File: config.mk
export PLATFORM = sky130hd
export DESIGN_NAME = buck_enable_sequencer
export DESIGN_NICKNAME = d
export VERILOG_FILES = /design/src/core/buck_seq_pkg.sv /design/src/core/pin_filter.sv /design/src/core/limit_guard.sv /design/src/core/buck_enable_sequencer.sv
export SDC_FILE = /design/constraint.sdc
export NUM_CORES = 1
export LEC_CHECK = 0
export BUFFER_PORTS_ARGS = -buffer_cell sky130_fd_sc_hd__buf_4
export CORE_MARGIN = 5
export CORE_UTILIZATION = 50
export DETAILED_ROUTE_END_ITERATION = 12
export PLACE_DENSITY = 0.85
export SLEW_MARGIN = 20
export SYNTH_ARGS = -nofsm -noshare
export SYNTH_HDL_FRONTEND = slang
export SYNTH_SLANG_ARGS = --single-unit
File: constraint.sdc
create_clock -name hclk -period 3.9 [get_ports hclk]
set_input_delay 0.195 -clock hclk [delete_from_list [all_inputs] [get_ports hclk]]
set_output_delay 0.195 -clock hclk [all_outputs]
set_load 0.03 [all_outputs]
File: src/core/buck_seq_pkg.sv
// Shared constants and types of the regulator enable and start-up sequencer.
// Assumes a 40 MHz hclk and a single AHB-Lite master with one slave.
package buck_seq_pkg;

    // Clock and timing
    localparam int CLK_PERIOD_NS   = 25;
    localparam int HICCUP_TIME_US  = 1700;
    localparam int HICCUP_CYCLES   = (HICCUP_TIME_US * 1000 + CLK_PERIOD_NS - 1) / CLK_PERIOD_NS;
    localparam int SS_STEP_TIME_NS = 100;
    localparam int SS_STEP_CYCLES  = (SS_STEP_TIME_NS + CLK_PERIOD_NS - 1) / CLK_PERIOD_NS;
    localparam int SS_STEP_W       = 3;

    // Current limit trip count
    localparam int              LIMIT_W          = 5;
    localparam logic [LIMIT_W-1:0] LIMIT_TRIP_COUNT = 5'h10;

    // Pin positions in the filtered pin vector
    localparam int PIN_COUNT  = 2;
    localparam int PIN_ENABLE = 0;
    localparam int PIN_VOLTAGE_SELECT_PIN   = 1;

    // Register byte addresses
    localparam logic [31:0] ADDR_SETTING_LOW  = 32'h0000_0000;
    localparam logic [31:0] ADDR_SETTING_HIGH = 32'h0000_0004;
    localparam logic [31:0] ADDR_CONTROL      = 32'h0000_0008;
    localparam logic [31:0] ADDR_MONITOR      = 32'h0000_000C;

    // Field positions
    localparam int BIT_ON         = 7;
    localparam int VOLT_MSB       = 6;
    localparam int CTRL_DISCHARGE = 7;
    localparam int CTRL_SLEW_MSB  = 6;
    localparam int CTRL_SLEW_LSB  = 4;
    localparam int CTRL_MODE      = 0;

    // Reset values and monitor codes
    localparam logic [7:0] RST_SETTING_LOW  = 8'hC0;
    localparam logic [7:0] RST_SETTING_HIGH = 8'hC0;
    localparam logic [7:0] RST_CONTROL      = 8'h82;
    localparam logic [7:0] MONITOR_REGULATING = 8'h81;
    localparam logic [7:0] MONITOR_IDLE       = 8'h00;

    // AHB-Lite encodings
    localparam int         HTRANS_ACTIVE_BIT = 1;
    localparam logic [2:0] HSIZE_WORD        = 3'h2;
    localparam logic       HRESP_OKAY        = 1'h0;

    // Sequencer states
    typedef enum logic [3:0] {
        ST_OFF    = 4'h1,
        ST_SOFT   = 4'h2,
        ST_RUN    = 4'h4,
        ST_HICCUP = 4'h8
    } seq_state_type;

endpackage

File: src/core/pin_filter.sv
// Three-stage synchroniser and agreement filter for the asynchronous pins.
// Assumes pins may change at any time relative to hclk.
`timescale 1ns/100ps
module pin_filter #(
    parameter int WIDTH = 2
) (
    // Clock and reset
    input  wire logic             hclk,
    input  wire logic             hresetn,
    // Pins
    input  wire logic [WIDTH-1:0] pins_async,
    output logic      [WIDTH-1:0] pins_clean
);

    typedef struct packed {
        logic [WIDTH-1:0] s1;
        logic [WIDTH-1:0] s2;
        logic [WIDTH-1:0] s3;
        logic [WIDTH-1:0] q;
    } filt_state_type;

    filt_state_type r;
    filt_state_type next_r;

    // Only stages two and three are compared; stage one feeds stage two alone
    always_comb begin
        next_r    = r;
        next_r.s1 = pins_async;
        next_r.s2 = r.s1;
        next_r.s3 = r.s2;
        next_r.q  = (~(r.s2 ^ r.s3) & r.s2) | ((r.s2 ^ r.s3) & r.q);
    end

    // Pins read as low until filtered, so the regulator stays off at reset
    always_ff @(posedge hclk or negedge hresetn) begin
        if (!hresetn) begin
            r <= '0;
        end else begin
            r <= next_r;
        end
    end

    assign pins_clean = r.q;

endmodule

File: src/core/limit_guard.sv
// Consecutive current-limit counter and hiccup wait timer.
// Assumes switch_cycle and limit_hit are hclk-synchronous one-cycle pulses.
`timescale 1ns/100ps
module limit_guard
    import buck_seq_pkg::*;
#(
    parameter int HICCUP_LEN = buck_seq_pkg::HICCUP_CYCLES
) (
    // Clock and reset
    input  wire logic hclk,
    input  wire logic hresetn,
    // Switching events
    input  wire logic switch_cycle,
    input  wire logic limit_hit,
    input  wire logic clear,
    // Results
    output logic      trip,
    output logic      retry
);

    localparam int TW = $clog2(HICCUP_LEN + 1);

    typedef struct packed {
        logic [LIMIT_W-1:0] count;
        logic [TW-1:0]      timer;
        logic               waiting;
        logic               trip;
        logic               retry;
    } guard_state_type;

    guard_state_type r;
    guard_state_type next_r;

    // Count limit cycles, trip on the sixteenth, then time the off period
    always_comb begin
        next_r       = r;
        next_r.trip  = 1'h0;
        next_r.retry = 1'h0;
        if (clear) begin
            next_r.count   = '0;
            next_r.waiting = 1'h0;
        end else if (switch_cycle && !r.waiting) begin
            if (!limit_hit) begin
                next_r.count = '0;
            end else if (r.count == LIMIT_TRIP_COUNT - 5'h01) begin
                next_r.trip    = 1'h1;
                next_r.count   = '0;
                next_r.waiting = 1'h1;
                next_r.timer   = '0;
            end else begin
                next_r.count = LIMIT_W'(r.count + 5'h01);
            end
        end else if (r.waiting) begin
            if (r.timer == TW'(HICCUP_LEN - 1)) begin
                next_r.waiting = 1'h0;
                next_r.retry   = 1'h1;
            end else begin
                next_r.timer = TW'(r.timer + 1'b1);
            end
        end
    end

    always_ff @(posedge hclk or negedge hresetn) begin
        if (!hresetn) begin
            r <= '0;
        end else begin
            r <= next_r;
        end
    end

    assign trip  = r.trip;
    assign retry = r.retry;
endmodule

File: src/core/buck_enable_sequencer.sv
// Enable, shutdown, soft-start and hiccup sequencer of a step-down regulator,
// with its setting and control registers on an AHB-Lite slave port.
// Assumes one AHB-Lite master, hresetn as power-on reset, and analog
// switching events synchronous to hclk.
//
// Contract
// - While the enable pin is low the regulator is held fully shut down.
// - Register reads and writes keep working while the enable pin is low.
// - Register contents are kept while enable is low and never reloaded by it.
// - Power-on reset loads every register with its default.
// - With discharge set and enable or the active on-bit low, the discharge load is on.
// - Enable rising while the active on-bit is set starts a soft-start.
// - Soft-start ramps the reference and keeps synchronous rectification off.
// - Sixteen consecutive limit cycles tri-state the output and retry after 1700 us.
// - Both on-bits reset to one so the output starts whatever the select pin says.
// - Select low follows the low on-bit in auto mode, high the high on-bit forced.
// - A control mode bit can disable light-load pulse mode together with the pin.
// - The host reprograms voltage, mode, slew and enable through the serial port.
// - Select low chooses the low setting register, high the high one.
// - While enabled and regulating the monitor register reads 1000 0001.
//
// The implementer's own choices: the register offsets and the AHB-Lite interface to the registers.
`timescale 1ns/100ps
module buck_enable_sequencer #(
    parameter int HICCUP_LEN = buck_seq_pkg::HICCUP_CYCLES
) (
    // Clock and power-on reset
    input  wire logic        hclk,
    input  wire logic        hresetn,
    // AHB-Lite slave
    input  wire logic        hsel,
    input  wire logic [31:0] haddr,
    input  wire logic [1:0]  htrans,
    input  wire logic        hwrite,
    input  wire logic [2:0]  hsize,
    input  wire logic [31:0] hwdata,
    input  wire logic        hready,
    output logic             hreadyout,
    output logic             hresp,
    output logic      [31:0] hrdata,
    // Pins
    input  wire logic        enable_pin,
    input  wire logic        voltage_select_pin,
    // Analog side
    input  wire logic        supply_ok,
    input  wire logic        switch_cycle,
    input  wire logic        limit_hit,
    // Power stage control
    output logic             regulator_active,
    output logic             soft_start_active,
    output logic             sync_rect_enable,
    output logic             output_tristate,
    output logic             discharge_on,
    output logic             forced_fixed_freq_mode,
    output logic      [6:0]  target_code,
    output logic      [6:0]  reference_code,
    output logic      [2:0]  slew_rate
);
    import buck_seq_pkg::*;

    typedef struct packed {
        logic [7:0]         voltage_setting_low;
        logic [7:0]         voltage_setting_high;
        logic [7:0]         control;
        logic [7:0]         monitor;
        logic               wr_pend;
        logic               rd_wait;
        logic [31:0]        dp_addr;
        logic [31:0]        rdata;
        seq_state_type      state;
        logic [6:0]         ref_code;
        logic [6:0]         target;
        logic [SS_STEP_W-1:0] step_cnt;
        logic               discharge;
        logic               forced;
    } seq_regs_type;

    seq_regs_type r;
    seq_regs_type next_r;

    logic [PIN_COUNT-1:0] pins_clean;
    logic                 pin_en;
    logic                 pin_sel;
    logic                 on_bit;
    logic [6:0]           sel_code;
    logic                 want_on;
    logic                 accept;
    logic                 ss_start;
    logic                 guard_clear;
    logic                 trip;
    logic                 retry;

    // Deglitched pins, four flops each
    pin_filter #(
        .WIDTH      (PIN_COUNT)
    ) u_pins (
        .hclk       (hclk),
        .hresetn    (hresetn),
        .pins_async ({voltage_select_pin, enable_pin}),
        .pins_clean (pins_clean)
    );

    // Current-limit hiccup supervision
    limit_guard #(
        .HICCUP_LEN   (HICCUP_LEN)
    ) u_guard (
        .hclk         (hclk),
        .hresetn      (hresetn),
        .switch_cycle (switch_cycle),
        .limit_hit    (limit_hit),
        .clear        (guard_clear),
        .trip         (trip),
        .retry        (retry)
    );

    // Active setting chosen by the select pin
    assign pin_en   = pins_clean[PIN_ENABLE];
    assign pin_sel  = pins_clean[PIN_VOLTAGE_SELECT_PIN];
    assign on_bit   = pin_sel ? r.voltage_setting_high[BIT_ON]
                              : r.voltage_setting_low[BIT_ON];
    assign sel_code = pin_sel ? r.voltage_setting_high[VOLT_MSB:0]
                              : r.voltage_setting_low[VOLT_MSB:0];
    assign want_on  = pin_en && on_bit && supply_ok;

    // Address phase qualifier; only whole-word transfers are taken
    assign accept = hsel && htrans[HTRANS_ACTIVE_BIT] && hready && (hsize == HSIZE_WORD);

    // Counter is held clear while off and restarted at each soft-start
    assign guard_clear = (r.state == ST_OFF) || ss_start;

    always_comb begin
        next_r    = r;
        ss_start  = 1'h0;

        // Bus: writes land in the data phase, reads take one wait state so
        // that a read right after a write sees the new value
        next_r.wr_pend = 1'h0;
        next_r.rd_wait = 1'h0;
        if (r.wr_pend) begin
            if (r.dp_addr == ADDR_SETTING_LOW) begin
                next_r.voltage_setting_low = hwdata[7:0];
            end else if (r.dp_addr == ADDR_SETTING_HIGH) begin
                next_r.voltage_setting_high = hwdata[7:0];
            end else if (r.dp_addr == ADDR_CONTROL) begin
                next_r.control = hwdata[7:0];
            end
        end
        if (r.rd_wait) begin
            if (r.dp_addr == ADDR_SETTING_LOW) begin
                next_r.rdata = 32'(r.voltage_setting_low);
            end else if (r.dp_addr == ADDR_SETTING_HIGH) begin
                next_r.rdata = 32'(r.voltage_setting_high);
            end else if (r.dp_addr == ADDR_CONTROL) begin
                next_r.rdata = 32'(r.control);
            end else if (r.dp_addr == ADDR_MONITOR) begin
                next_r.rdata = 32'(r.monitor);
            end else begin
                next_r.rdata = '0;
            end
        end
        // Served regardless of the enable pin
        if (accept) begin
            next_r.dp_addr = haddr;
            next_r.wr_pend = hwrite;
            next_r.rd_wait = !hwrite;
        end

        // Sequencer
        next_r.target = sel_code;
        case (r.state)
            ST_OFF: begin
                if (want_on) begin
                    next_r.state    = ST_SOFT;
                    next_r.ref_code = '0;
                    next_r.step_cnt = '0;
                    ss_start        = 1'h1;
                end
            end
            ST_SOFT: begin
                if (trip) begin
                    next_r.state = ST_HICCUP;
                end else if (r.ref_code >= r.target) begin
                    next_r.ref_code = r.target;
                    next_r.state    = ST_RUN;
                end else if (r.step_cnt == SS_STEP_W'(SS_STEP_CYCLES - 1)) begin
                    next_r.step_cnt = '0;
                    next_r.ref_code = 7'(r.ref_code + 7'h01);
                end else begin
                    next_r.step_cnt = SS_STEP_W'(r.step_cnt + 1'b1);
                end
            end
            ST_RUN: begin
                next_r.ref_code = r.target;
                if (trip) begin
                    next_r.state = ST_HICCUP;
                end
            end
            ST_HICCUP: begin
                next_r.ref_code = '0;
                if (retry) begin
                    next_r.state    = ST_SOFT;
                    next_r.step_cnt = '0;
                    ss_start        = 1'h1;
                end
            end
            default: begin
                next_r.state = ST_OFF;
            end
        endcase
        // Shutdown overrides every other state
        if (!want_on) begin
            next_r.state    = ST_OFF;
            next_r.ref_code = '0;
        end

        // Status and power-stage flops
        next_r.monitor   = (r.state == ST_RUN) ? MONITOR_REGULATING
                                               : MONITOR_IDLE;
        next_r.discharge = r.control[CTRL_DISCHARGE] && (!pin_en || !on_bit);
        // Forced mode when select is high, or when the mode bit asks for it
        next_r.forced    = pin_sel || r.control[CTRL_MODE];
    end

    // Power-on defaults; the enable pin never touches these registers
    always_ff @(posedge hclk or negedge hresetn) begin
        if (!hresetn) begin
            r                      <= '0;
            r.voltage_setting_low  <= RST_SETTING_LOW;
            r.voltage_setting_high <= RST_SETTING_HIGH;
            r.control              <= RST_CONTROL;
            r.monitor              <= MONITOR_IDLE;
            r.state                <= ST_OFF;
        end else begin
            r <= next_r;
        end
    end

    // Bus answers; only reads stall
    assign hreadyout = !r.rd_wait;
    assign hresp     = HRESP_OKAY;
    assign hrdata    = r.rdata;

    // Power stage outputs
    assign regulator_active       = (r.state == ST_SOFT) || (r.state == ST_RUN);
    assign soft_start_active      = (r.state == ST_SOFT);
    assign sync_rect_enable       = (r.state == ST_RUN);
    assign output_tristate        = (r.state == ST_OFF) || (r.state == ST_HICCUP);
    assign discharge_on           = r.discharge;
    assign forced_fixed_freq_mode = r.forced;
    assign target_code            = r.target;
    assign reference_code         = r.ref_code;
    assign slew_rate              = r.control[CTRL_SLEW_MSB:CTRL_SLEW_LSB];
endmodule

==> results of run 1 <==
## layout by cell type, fill, tap and decap left out, types with 7 or more instances in the layout
cell / netlist / final
sky130_fd_sc_hd__nand3_1: 15 / 15
sky130_fd_sc_hd__buf_4: 50 / 88
sky130_fd_sc_hd__o21ai_0: 15 / 15
sky130_fd_sc_hd__inv_1: 25 / 25
sky130_fd_sc_hd__o2bb2ai_1: 8 / 8
sky130_fd_sc_hd__dfstp_2: 7 / 7
sky130_fd_sc_hd__ha_1: 11 / 11
sky130_fd_sc_hd__conb_1: 1 / 25
sky130_fd_sc_hd__nor4_1: 15 / 15
sky130_fd_sc_hd__a21oi_1: 31 / 31
sky130_fd_sc_hd__dlygate4sd3_1: 0 / 28
sky130_fd_sc_hd__clkbuf_16: 0 / 17
sky130_fd_sc_hd__dfrtp_1: 116 / 116
sky130_fd_sc_hd__mux2_2: 56 / 56
sky130_fd_sc_hd__nand2_1: 29 / 29
sky130_fd_sc_hd__and3_1: 8 / 8
sky130_fd_sc_hd__mux2_4: 8 / 8
sky130_fd_sc_hd__nor2_1: 33 / 33
## state kept, by name, summed over array words and instances, names as in the netlist, named ones only
signal and count:
slew_rate 3, reference_code 7, u_guard.r 23, u_pins.next_r 4, forced_fixed_freq_mode 1, discharge_on 1, r 63, target_code 7
u_guard.retry 1, hrdata 8, u_guard.trip 1, u_pins.r 2
## per-layer routing
layer / routed length, um / track usage [%]
met1: 5530 / 23.2
met2: 7290 / 34.7
met3: 1080 / 7.62
met4: 297 / 7.93
met5: 0 / 0
## power groups by stage
stage          Clock [W]  Sequential [W]  Combinational (W)
2_1_floorplan          0         0.00144           0.000301
3_3_place_gp           0         0.00147           0.000369
3_5_place_dp           0         0.00147           0.000382
4_1_cts          0.00150         0.00145           0.000406
5_1_grt          0.00156         0.00147           0.000446
6_report         0.00148         0.00146           0.000410
## per-stage QoR
| step | util [%] | setup slack, ns | total power (W) | area [sq um] | std cells |
|---|---|---|---|---|---|
| after floorplan | - | 1.75 | 0.00174 | 6220 | 573 |
| after global placement | 55.1 | 1.29 | 0.00184 | 6620 | 742 |
| after detailed placement | 55.1 | 1.25 | 0.00186 | 6620 | 742 |
| after CTS | 61.9 | 1.21 | 0.00336 | 7430 | 799 |
| after global routing | 62.2 | 1.05 | 0.00348 | 7470 | 802 |
| final | 62.2 | 1.17 | 0.00334 | 7470 | 802 |
## cell families after synthesis
logic type	synth area share (%)
other	0.0612
buffers and inverters	8.97
AOI/OAI and AO/OA	10.5
muxes	13.3
DFF	50.4
and+or+nand+nor	12.9
adders and majority gates	2.57
xor gates and xnor gates	1.29
## worst max-delay path, stage by stage (launching register included)
cell and delay [ns]:
sky130_fd_sc_hd__dfrtp_1 0.45, sky130_fd_sc_hd__inv_1 0.09, sky130_fd_sc_hd__ha_1 0.28, sky130_fd_sc_hd__nand2b_1 0.14, sky130_fd_sc_hd__a211oi_1 0.36, sky130_fd_sc_hd__o311a_1 0.50
sky130_fd_sc_hd__nand2_1 0.21, sky130_fd_sc_hd__a22o_1 0.30, sky130_fd_sc_hd__mux2_2 0.27
## cells in the mapped netlist, drive strengths merged, types with 6 or more instances
master / number
nor2b: 6
inv: 25
mux2: 64
nand2: 30
dfrtp: 116
o2bb2ai: 8
ha: 11
a221oi: 6
and3: 8
buf: 56
a21oi: 31
o21ai: 16
clkbuf: 11
nor3: 6
nor2: 33
nor4: 15
nand3: 15
dfstp: 7
xnor2: 6
## what timing repair did
action                                  in CTS  in global routing
endpoints found under the setup margin       0                  0
hold buffers                                25                  3
setup buffers                                0                  0
hold endpoints to repair                    98                  3
## layout make-up
class                      instances  area (sq um)
timing repair buffer             117           952
inverter                          26          97.6
clock inverter                    11          95.1
multi-input combinational        357          2580
fill                             915          4550
tap                              147           184
clock buffer                      21           470
sequential                       123          3090
## worst paths after layout
| kind | start | slack [ns] | end | cells after the start |
|---|---|---|---|---|
| max | reference_code[0]$_DFFE_PN0P_ | 1.17 | r[2]$_DFFE_PN0P_ | 8 |
| min | haddr[20] | 0.02 | r[75]$_DFFE_PN0P_ | 2 |
| max reg2reg | reference_code[0]$_DFFE_PN0P_ | 1.17 | r[2]$_DFFE_PN0P_ | 8 |
| min reg2reg | u_pins.next_r[4]$_DFF_PN0_ | 0.35 | u_pins.next_r[2]$_DFF_PN0_ | 0 |
| max in group asynchronous | hresetn | 2.66 | r[104]$_DFFE_PN1P_ | 3 |
| min in group asynchronous | hresetn | 0.37 | u_guard.r[24]$_DFFE_PN0P_ | 2 |
==> summary.txt, run 1 <==
Status
  – Result of the run: finished, final reports clean

Finish
  – NumNets Final: approximately 730
  – Fraction of layout cells with a size suffix above 1: between 30% and 40%
  – Growth of design area from synthesis to finish: 21.9%
  – # diodes: 0

CTS
  – CTS tree: done
  – Total number of H-tree levels: 4
  – Clock Latency Late Sink: between 0.4 and 0.5 ns
  – Root buffer cell: sky130_fd_sc_hd__clkbuf_16
  – Number of clock sinks: about 120
  – Cells resized by post-CTS repair: 0
  – Clock transition time at the flip-flop clock pins of the worst setup and hold paths: around 0.05 ns
  – Maximum number of buffers from clock root to sink: 2
  – Total clock buffers created by CTS: 17

Global route
  – Global Route Usage Sum: between 20 and 25%
  – Number of global-route vias before repair: between 4000 and 5000
  – Remaining global-route overflow: 0
  – Global-route wire length before repair: ~23 mm
  – Initial antenna violation count: 0
  – Maximum number of pins on one net before global-route repair: 83

Detailed routing
  – Wirelength per Cell: 17.7 um
  – Initial DRC count: between 300 and 400
  – Total via count in the routed design: 4574
  – Detail-routed via count per cell: ~5.7
  – Remaining number of nets flagged by the antenna check after routing: 0
  – Number of iterations in the first detailed-routing pass: 5
  – Residual DRC: 0
  – Routed WL: between 10 and 15 mm

Place
  – Estimated wirelength of the detail-placed design: around 9.4 mm
  – Placer's final routability congestion estimate: 0.909
  – Port Buffer Count: 85

Timing
  – Final number of max-transition violations: 0
  – Period Utilization, post-route: a little over two thirds
  – Headroom to the max-slew limit: 49.4%
  – Count of final hold-check violations: 0
  – Slew at the pin closest to its max-slew limit: 0.758 ns
  – Highest achievable clock rate: 367 MHz
  – Fin Hold WS: 0.0223 ns
  – Summed negative setup slack over all endpoints: 0 ns
  – Final Setup Violations: 0
  – Largest clock skew in the final design: around 0.0097 ns
  – RSZ-0062 raised after global routing: false
  – Period minus WS final: 2.73 ns

Die
  – Boundary pin count: approximately 140
  – DIE WIDTH: ~120 um
  – Core outline area: 12000 sq um
  – Starting density of the core: about 51%
  – Die H: between 100 and 150 um
  – Floorplan die area: approximately 15000 sq um
  – Count of standard-cell rows: 40

Yosys
  – Per-instance average area after synthesis: 11.2 sq um
  – FFs w/ async S/R, synth: 100%
  – Predominant post-synthesis flop cell: sky130_fd_sc_hd__dfrtp_1
  – Cells taking the most area after synthesis: sky130_fd_sc_hd__dfrtp_1 (47%), sky130_fd_sc_hd__mux2_2 (10%), sky130_fd_sc_hd__buf_4 (6.1%)
  – Synthesis warning total: 0
  – Post-synth design cell area: slightly above 6000 sq um
  – Area share of the largest cell type after synthesis: between 40% and 50%
  – Synth Register Bits: between 100 and 150
  – Syn Inst Count: roughly 550
  – Post-synthesis cell type count: 65
  – Sequential area share after synthesis: between 50% and 60%
  – Synth area leader: sky130_fd_sc_hd__dfrtp_1
  – Number of enable-type register cells in the synthesized netlist: 0

Power and ir drop
  – Worst IR Drop VDD: around 400 uV
  – Switching share of power: between 20% and 30%
  – Part of the power in combinational logic: around 12%
  – Static leakage power: roughly 3.5 nW
  – Relative contribution of the clock network to total power: about 44%
  – Reg power frac: between 40% and 50%
  – NetSw: between 0.0008 and 0.0009 W
  – P per Cell Area: approximately 450 nW/um^2
  – Internal power consumption: around 0.0025 W

Worst setup path
  – Nature of the critical path endpoint: flop
  – Required time of the critical path: roughly 4.2 ns
  – Worst path arrival time: approximately 3.0 ns
  – Critical path fanouts, max: 12
  – Path type of the worst setup path: reg2reg
  – Kind of start point of the critical path: flop

Min path
  – Hold/Removal Path Class: in2reg

Job
  – Max-cap violations: 0
Note: power is estimated with default switching activity, not from simulation.
==> run 2: changes to the inputs <==
--- a/config.mk
+++ b/config.mk
@@ -5,11 +5,12 @@
 export SDC_FILE = /design/constraint.sdc
 export NUM_CORES = 1
 export LEC_CHECK = 0
+export ABC_AREA = 1
 export BUFFER_PORTS_ARGS = -buffer_cell sky130_fd_sc_hd__buf_4
 export CORE_MARGIN = 5
 export CORE_UTILIZATION = 50
 export DETAILED_ROUTE_END_ITERATION = 12
-export PLACE_DENSITY = 0.85
+export PLACE_DENSITY = 0.87
 export SLEW_MARGIN = 20
 export SYNTH_ARGS = -nofsm -noshare
 export SYNTH_HDL_FRONTEND = slang
==> constraint.sdc (replaced) <==
create_clock -name hclk -period 2.25 [get_ports hclk]
set_input_delay 0.1125 -clock hclk [delete_from_list [all_inputs] [get_ports hclk]]
set_output_delay 0.1125 -clock hclk [all_outputs]
set_load 0.03 [all_outputs]
==> summary.txt, run 2 <==
Yosys
  – Synthesis warning total: 0
  – Post-synth design cell area: about 6700 sq um
  – Most numerous cell types in the synthesized netlist: sky130_fd_sc_hd__nand2_1 (198), sky130_fd_sc_hd__dfrtp_1 (116), sky130_fd_sc_hd__inv_1 (95), sky130_fd_sc_hd__nor2_1 (81), sky130_fd_sc_hd__nand3_1 (53)
  – Predominant post-synthesis flop cell: sky130_fd_sc_hd__dfrtp_1
  – FFs w/ async S/R, synth: 100%
  – Post-synthesis cell type count: 39
  – Synth area leader: sky130_fd_sc_hd__dfrtp_1
  – Cells taking the most area after synthesis: sky130_fd_sc_hd__dfrtp_1 (44%), sky130_fd_sc_hd__nand2_1 (11%), sky130_fd_sc_hd__buf_4 (5.8%)
  – Most frequent cell after synthesis: sky130_fd_sc_hd__nand2_1
  – Area share of the largest cell type after synthesis: a little over two fifths
  – Synth Register Bits: 123
  – Syn Inst Count: slightly above 800
  – Number of enable-type register cells in the synthesized netlist: 0
  – Sequential area share after synthesis: around 46%
  – Per-instance average area after synthesis: roughly 8 sq um

Worst setup path
  – Required time of the critical path: 2.60 ns
  – Worst path arrival time: 2.34 ns
  – Kind of start point of the critical path: flop
  – Nature of the critical path endpoint: flop
  – Reg-to-reg critical path endpoint: reference_code[3]$_DFFE_PN0P_
  – Reg2Reg Depth: 12
  – Critical path fanouts, max: 7
  – Launch instance of the worst register-to-register path: target_code[5]$_DFF_PN0_
  – Path type of the worst setup path: reg2reg
  – Worst setup slack for register-to-register paths: 0.26 ns

Timing
  – Largest clock skew in the final design: 0.00795 ns
  – Count of final hold-check violations: 0
  – Headroom to the max-slew limit: 64.5%
  – Period Utilization, post-route: between 80% and 90%
  – Final number of max-transition violations: 0
  – Period minus WS final: around 2.0 ns
  – Highest achievable clock rate: around 500 MHz
  – RSZ-0062 raised after global routing: false
  – Slew at the pin closest to its max-slew limit: between 0.5 and 0.6 ns
  – Summed negative setup slack over all endpoints: 0 ns
  – Fin Hold WS: about 0.08 ns
  – Final Setup Violations: 0

Job
  – Max-cap violations: 0

Finish
  – Post-route cell area: slightly above 8000 sq um
  – Commonest non-fill, non-tap cells in the layout: sky130_fd_sc_hd__nand2_1 (198), sky130_fd_sc_hd__dfrtp_1 (116), sky130_fd_sc_hd__inv_1 (95)
  – NumNets Final: a little over 1000
  – Leading cell type in the layout, fill and taps excluded: sky130_fd_sc_hd__nand2_1
  – Growth of design area from synthesis to finish: 22.9%
  – Fraction of layout cells with a size suffix above 1: between 20% and 30%
  – Number of fill cells in the layout: around 1100
  – # diodes: 0
  – Final instance count without filler cells: 1116
  – Register ranked first by flip-flop count: r
  – Number of flip-flops in the largest register: 63

Detailed routing
  – Detail-routed via count per cell: 4.93
  – Routed WL: between 10 and 15 mm
  – Residual DRC: 0
  – Total via count in the routed design: approximately 5500
  – Initial DRC count: around 380
  – Number of iterations in the first detailed-routing pass: 6
  – Remaining number of nets flagged by the antenna check after routing: 0
  – Wirelength per Cell: approximately 13 um

Min path
  – Worst hold path stage count: 3
  – Startpoint of the most critical hold path: supply_ok
  – Hold/Removal Path Class: in2reg
  – Terminating pin of the worst hold path: r[20]$_DFFE_PN0P_

CTS
  – Total clock buffers created by CTS: 17
  – Clock transition time at the flip-flop clock pins of the worst setup and hold paths: around 0.05 ns
  – Number of clock sinks: between 100 and 150
  – Clock Latency Late Sink: ~0.41 ns
  – Post-CTS Repair Setup Buffers: 0
  – Cells resized by post-CTS repair: 0
  – CTS tree: done
  – Maximum number of buffers from clock root to sink: 2
  – Number of hold-repair buffers added at the cts stage: 44
  – Root buffer cell: sky130_fd_sc_hd__clkbuf_16
  – Total number of H-tree levels: 4

Global route
  – Maximum number of pins on one net before global-route repair: 69
  – Remaining global-route overflow: 0
  – Initial antenna violation count: 0
  – Global Route Usage Sum: just over 20%
  – Global-route wire length before repair: roughly 26 mm
  – Number of global-route vias before repair: around 5700

Place
  – Total instance count after detailed placement: approximately 1000
  – Placed inst area: roughly 7200 sq um
  – Placer's final routability congestion estimate: approximately 0.90
  – Port Buffer Count: 85
  – Estimated wirelength of the detail-placed design: roughly 10 mm

Die
  – DIE WIDTH: between 100 and 150 um
  – Core outline area: between 10000 and 15000 sq um
  – Floorplan die area: 15700 sq um
  – Die H: around 130 um
  – Starting density of the core: 50.6%
  – Boundary pin count: around 140
  – Count of standard-cell rows: 42

Status
  – Result of the run: finished, final reports clean

Power and ir drop
  – Worst IR Drop VDD: ~440 uV
  – Static leakage power: around 4.3 nW
  – Power consumption: 0.00562 W
  – P per Cell Area: 688 nW/um^2
-- run 2: worst max-delay path, cell delays in order, from the launching register on --
cell,delay (ns)
sky130_fd_sc_hd__dfrtp_1,0.42
sky130_fd_sc_hd__inv_1,0.07
sky130_fd_sc_hd__ha_1,0.30
sky130_fd_sc_hd__nand2_1,0.07
sky130_fd_sc_hd__nor2_1,0.08
sky130_fd_sc_hd__nand3_1,0.09
sky130_fd_sc_hd__nand3_2,0.18
sky130_fd_sc_hd__inv_1,0.08
sky130_fd_sc_hd__nand2_1,0.10
sky130_fd_sc_hd__nand2_1,0.07
sky130_fd_sc_hd__nor2_2,0.28
sky130_fd_sc_hd__nand2_1,0.11
sky130_fd_sc_hd__nand2_1,0.08
-- run 2: area by class of cell --
class                           instances  area, sq um  share of cell area, %
Clock buffer                           25          465                   5.69
Clock inverter                          7         68.8                  0.842
Inverter                              105          397                   4.85
Multi-Input combinational cell        542         2770                   33.8
Sequential cell                       123         3090                   37.8
Tap cell                              176          220                   2.69
Timing Repair Buffer                  138         1170                   14.3
-- run 2: how the worst max path moves through the flow --
stage	from	end	slack, ns	depth (start not counted)
2_1_floorplan	target_code[6]$_DFF_PN0_	r[2]$_DFFE_PN0P_	0.54	10
3_3_place_gp	target_code[6]$_DFF_PN0_	r[2]$_DFFE_PN0P_	0.35	10
3_5_place_dp	target_code[6]$_DFF_PN0_	r[2]$_DFFE_PN0P_	0.32	10
4_1_cts	target_code[5]$_DFF_PN0_	reference_code[3]$_DFFE_PN0P_	0.27	12
5_1_grt	target_code[5]$_DFF_PN0_	reference_code[3]$_DFFE_PN0P_	0.04	12
6_report	target_code[5]$_DFF_PN0_	reference_code[3]$_DFFE_PN0P_	0.26	12
-- run 2: logic make-up after synthesis --
| logic type | share of synthesized area [%] |
|---|---|
| XOR/XNOR | 0.790 |
| AND/OR/NAND/NOR | 26.6 |
| buffers and inverters | 13.4 |
| flip-flops | 46.4 |
| multiplexers | 2.88 |
| AO/OA/AOI/OAI | 7.58 |
| other | 0.0564 |
| adder cells (fa/ha/maj) | 2.37 |
-- run 2: report_power, final --
part	leakage [nW]	switching [W]	internal (W)	total [W]
Combinational	2.56	0.000391	0.000285	0.000676
Clock	0.255	0.000936	0.00154	0.00248
Sequential	1.45	0.000110	0.00236	0.00247
-- run 2: per-layer routing --
| metal | vias up | track usage, % | wire, um |
|---|---|---|---|
| met5 | - | 0 | 0 |
| met4 | 0 | 8.10 | 302 |
| met3 | 29 | 5.46 | 829 |
| met2 | 177 | 34.0 | 7630 |
| met1 | 2551 | 24.4 | 6120 |
| li1 | 2741 | - | - |
-- run 2: through the flow --
step | util (%) | setup slack [ns]
6_report | 62.2 | 0.256
4_1_cts | 62.2 | 0.271
5_1_grt | 62.2 | 0.0417
2_1_floorplan | - | 0.539
3_3_place_gp | 54.8 | 0.345
3_5_place_dp | 54.8 | 0.317
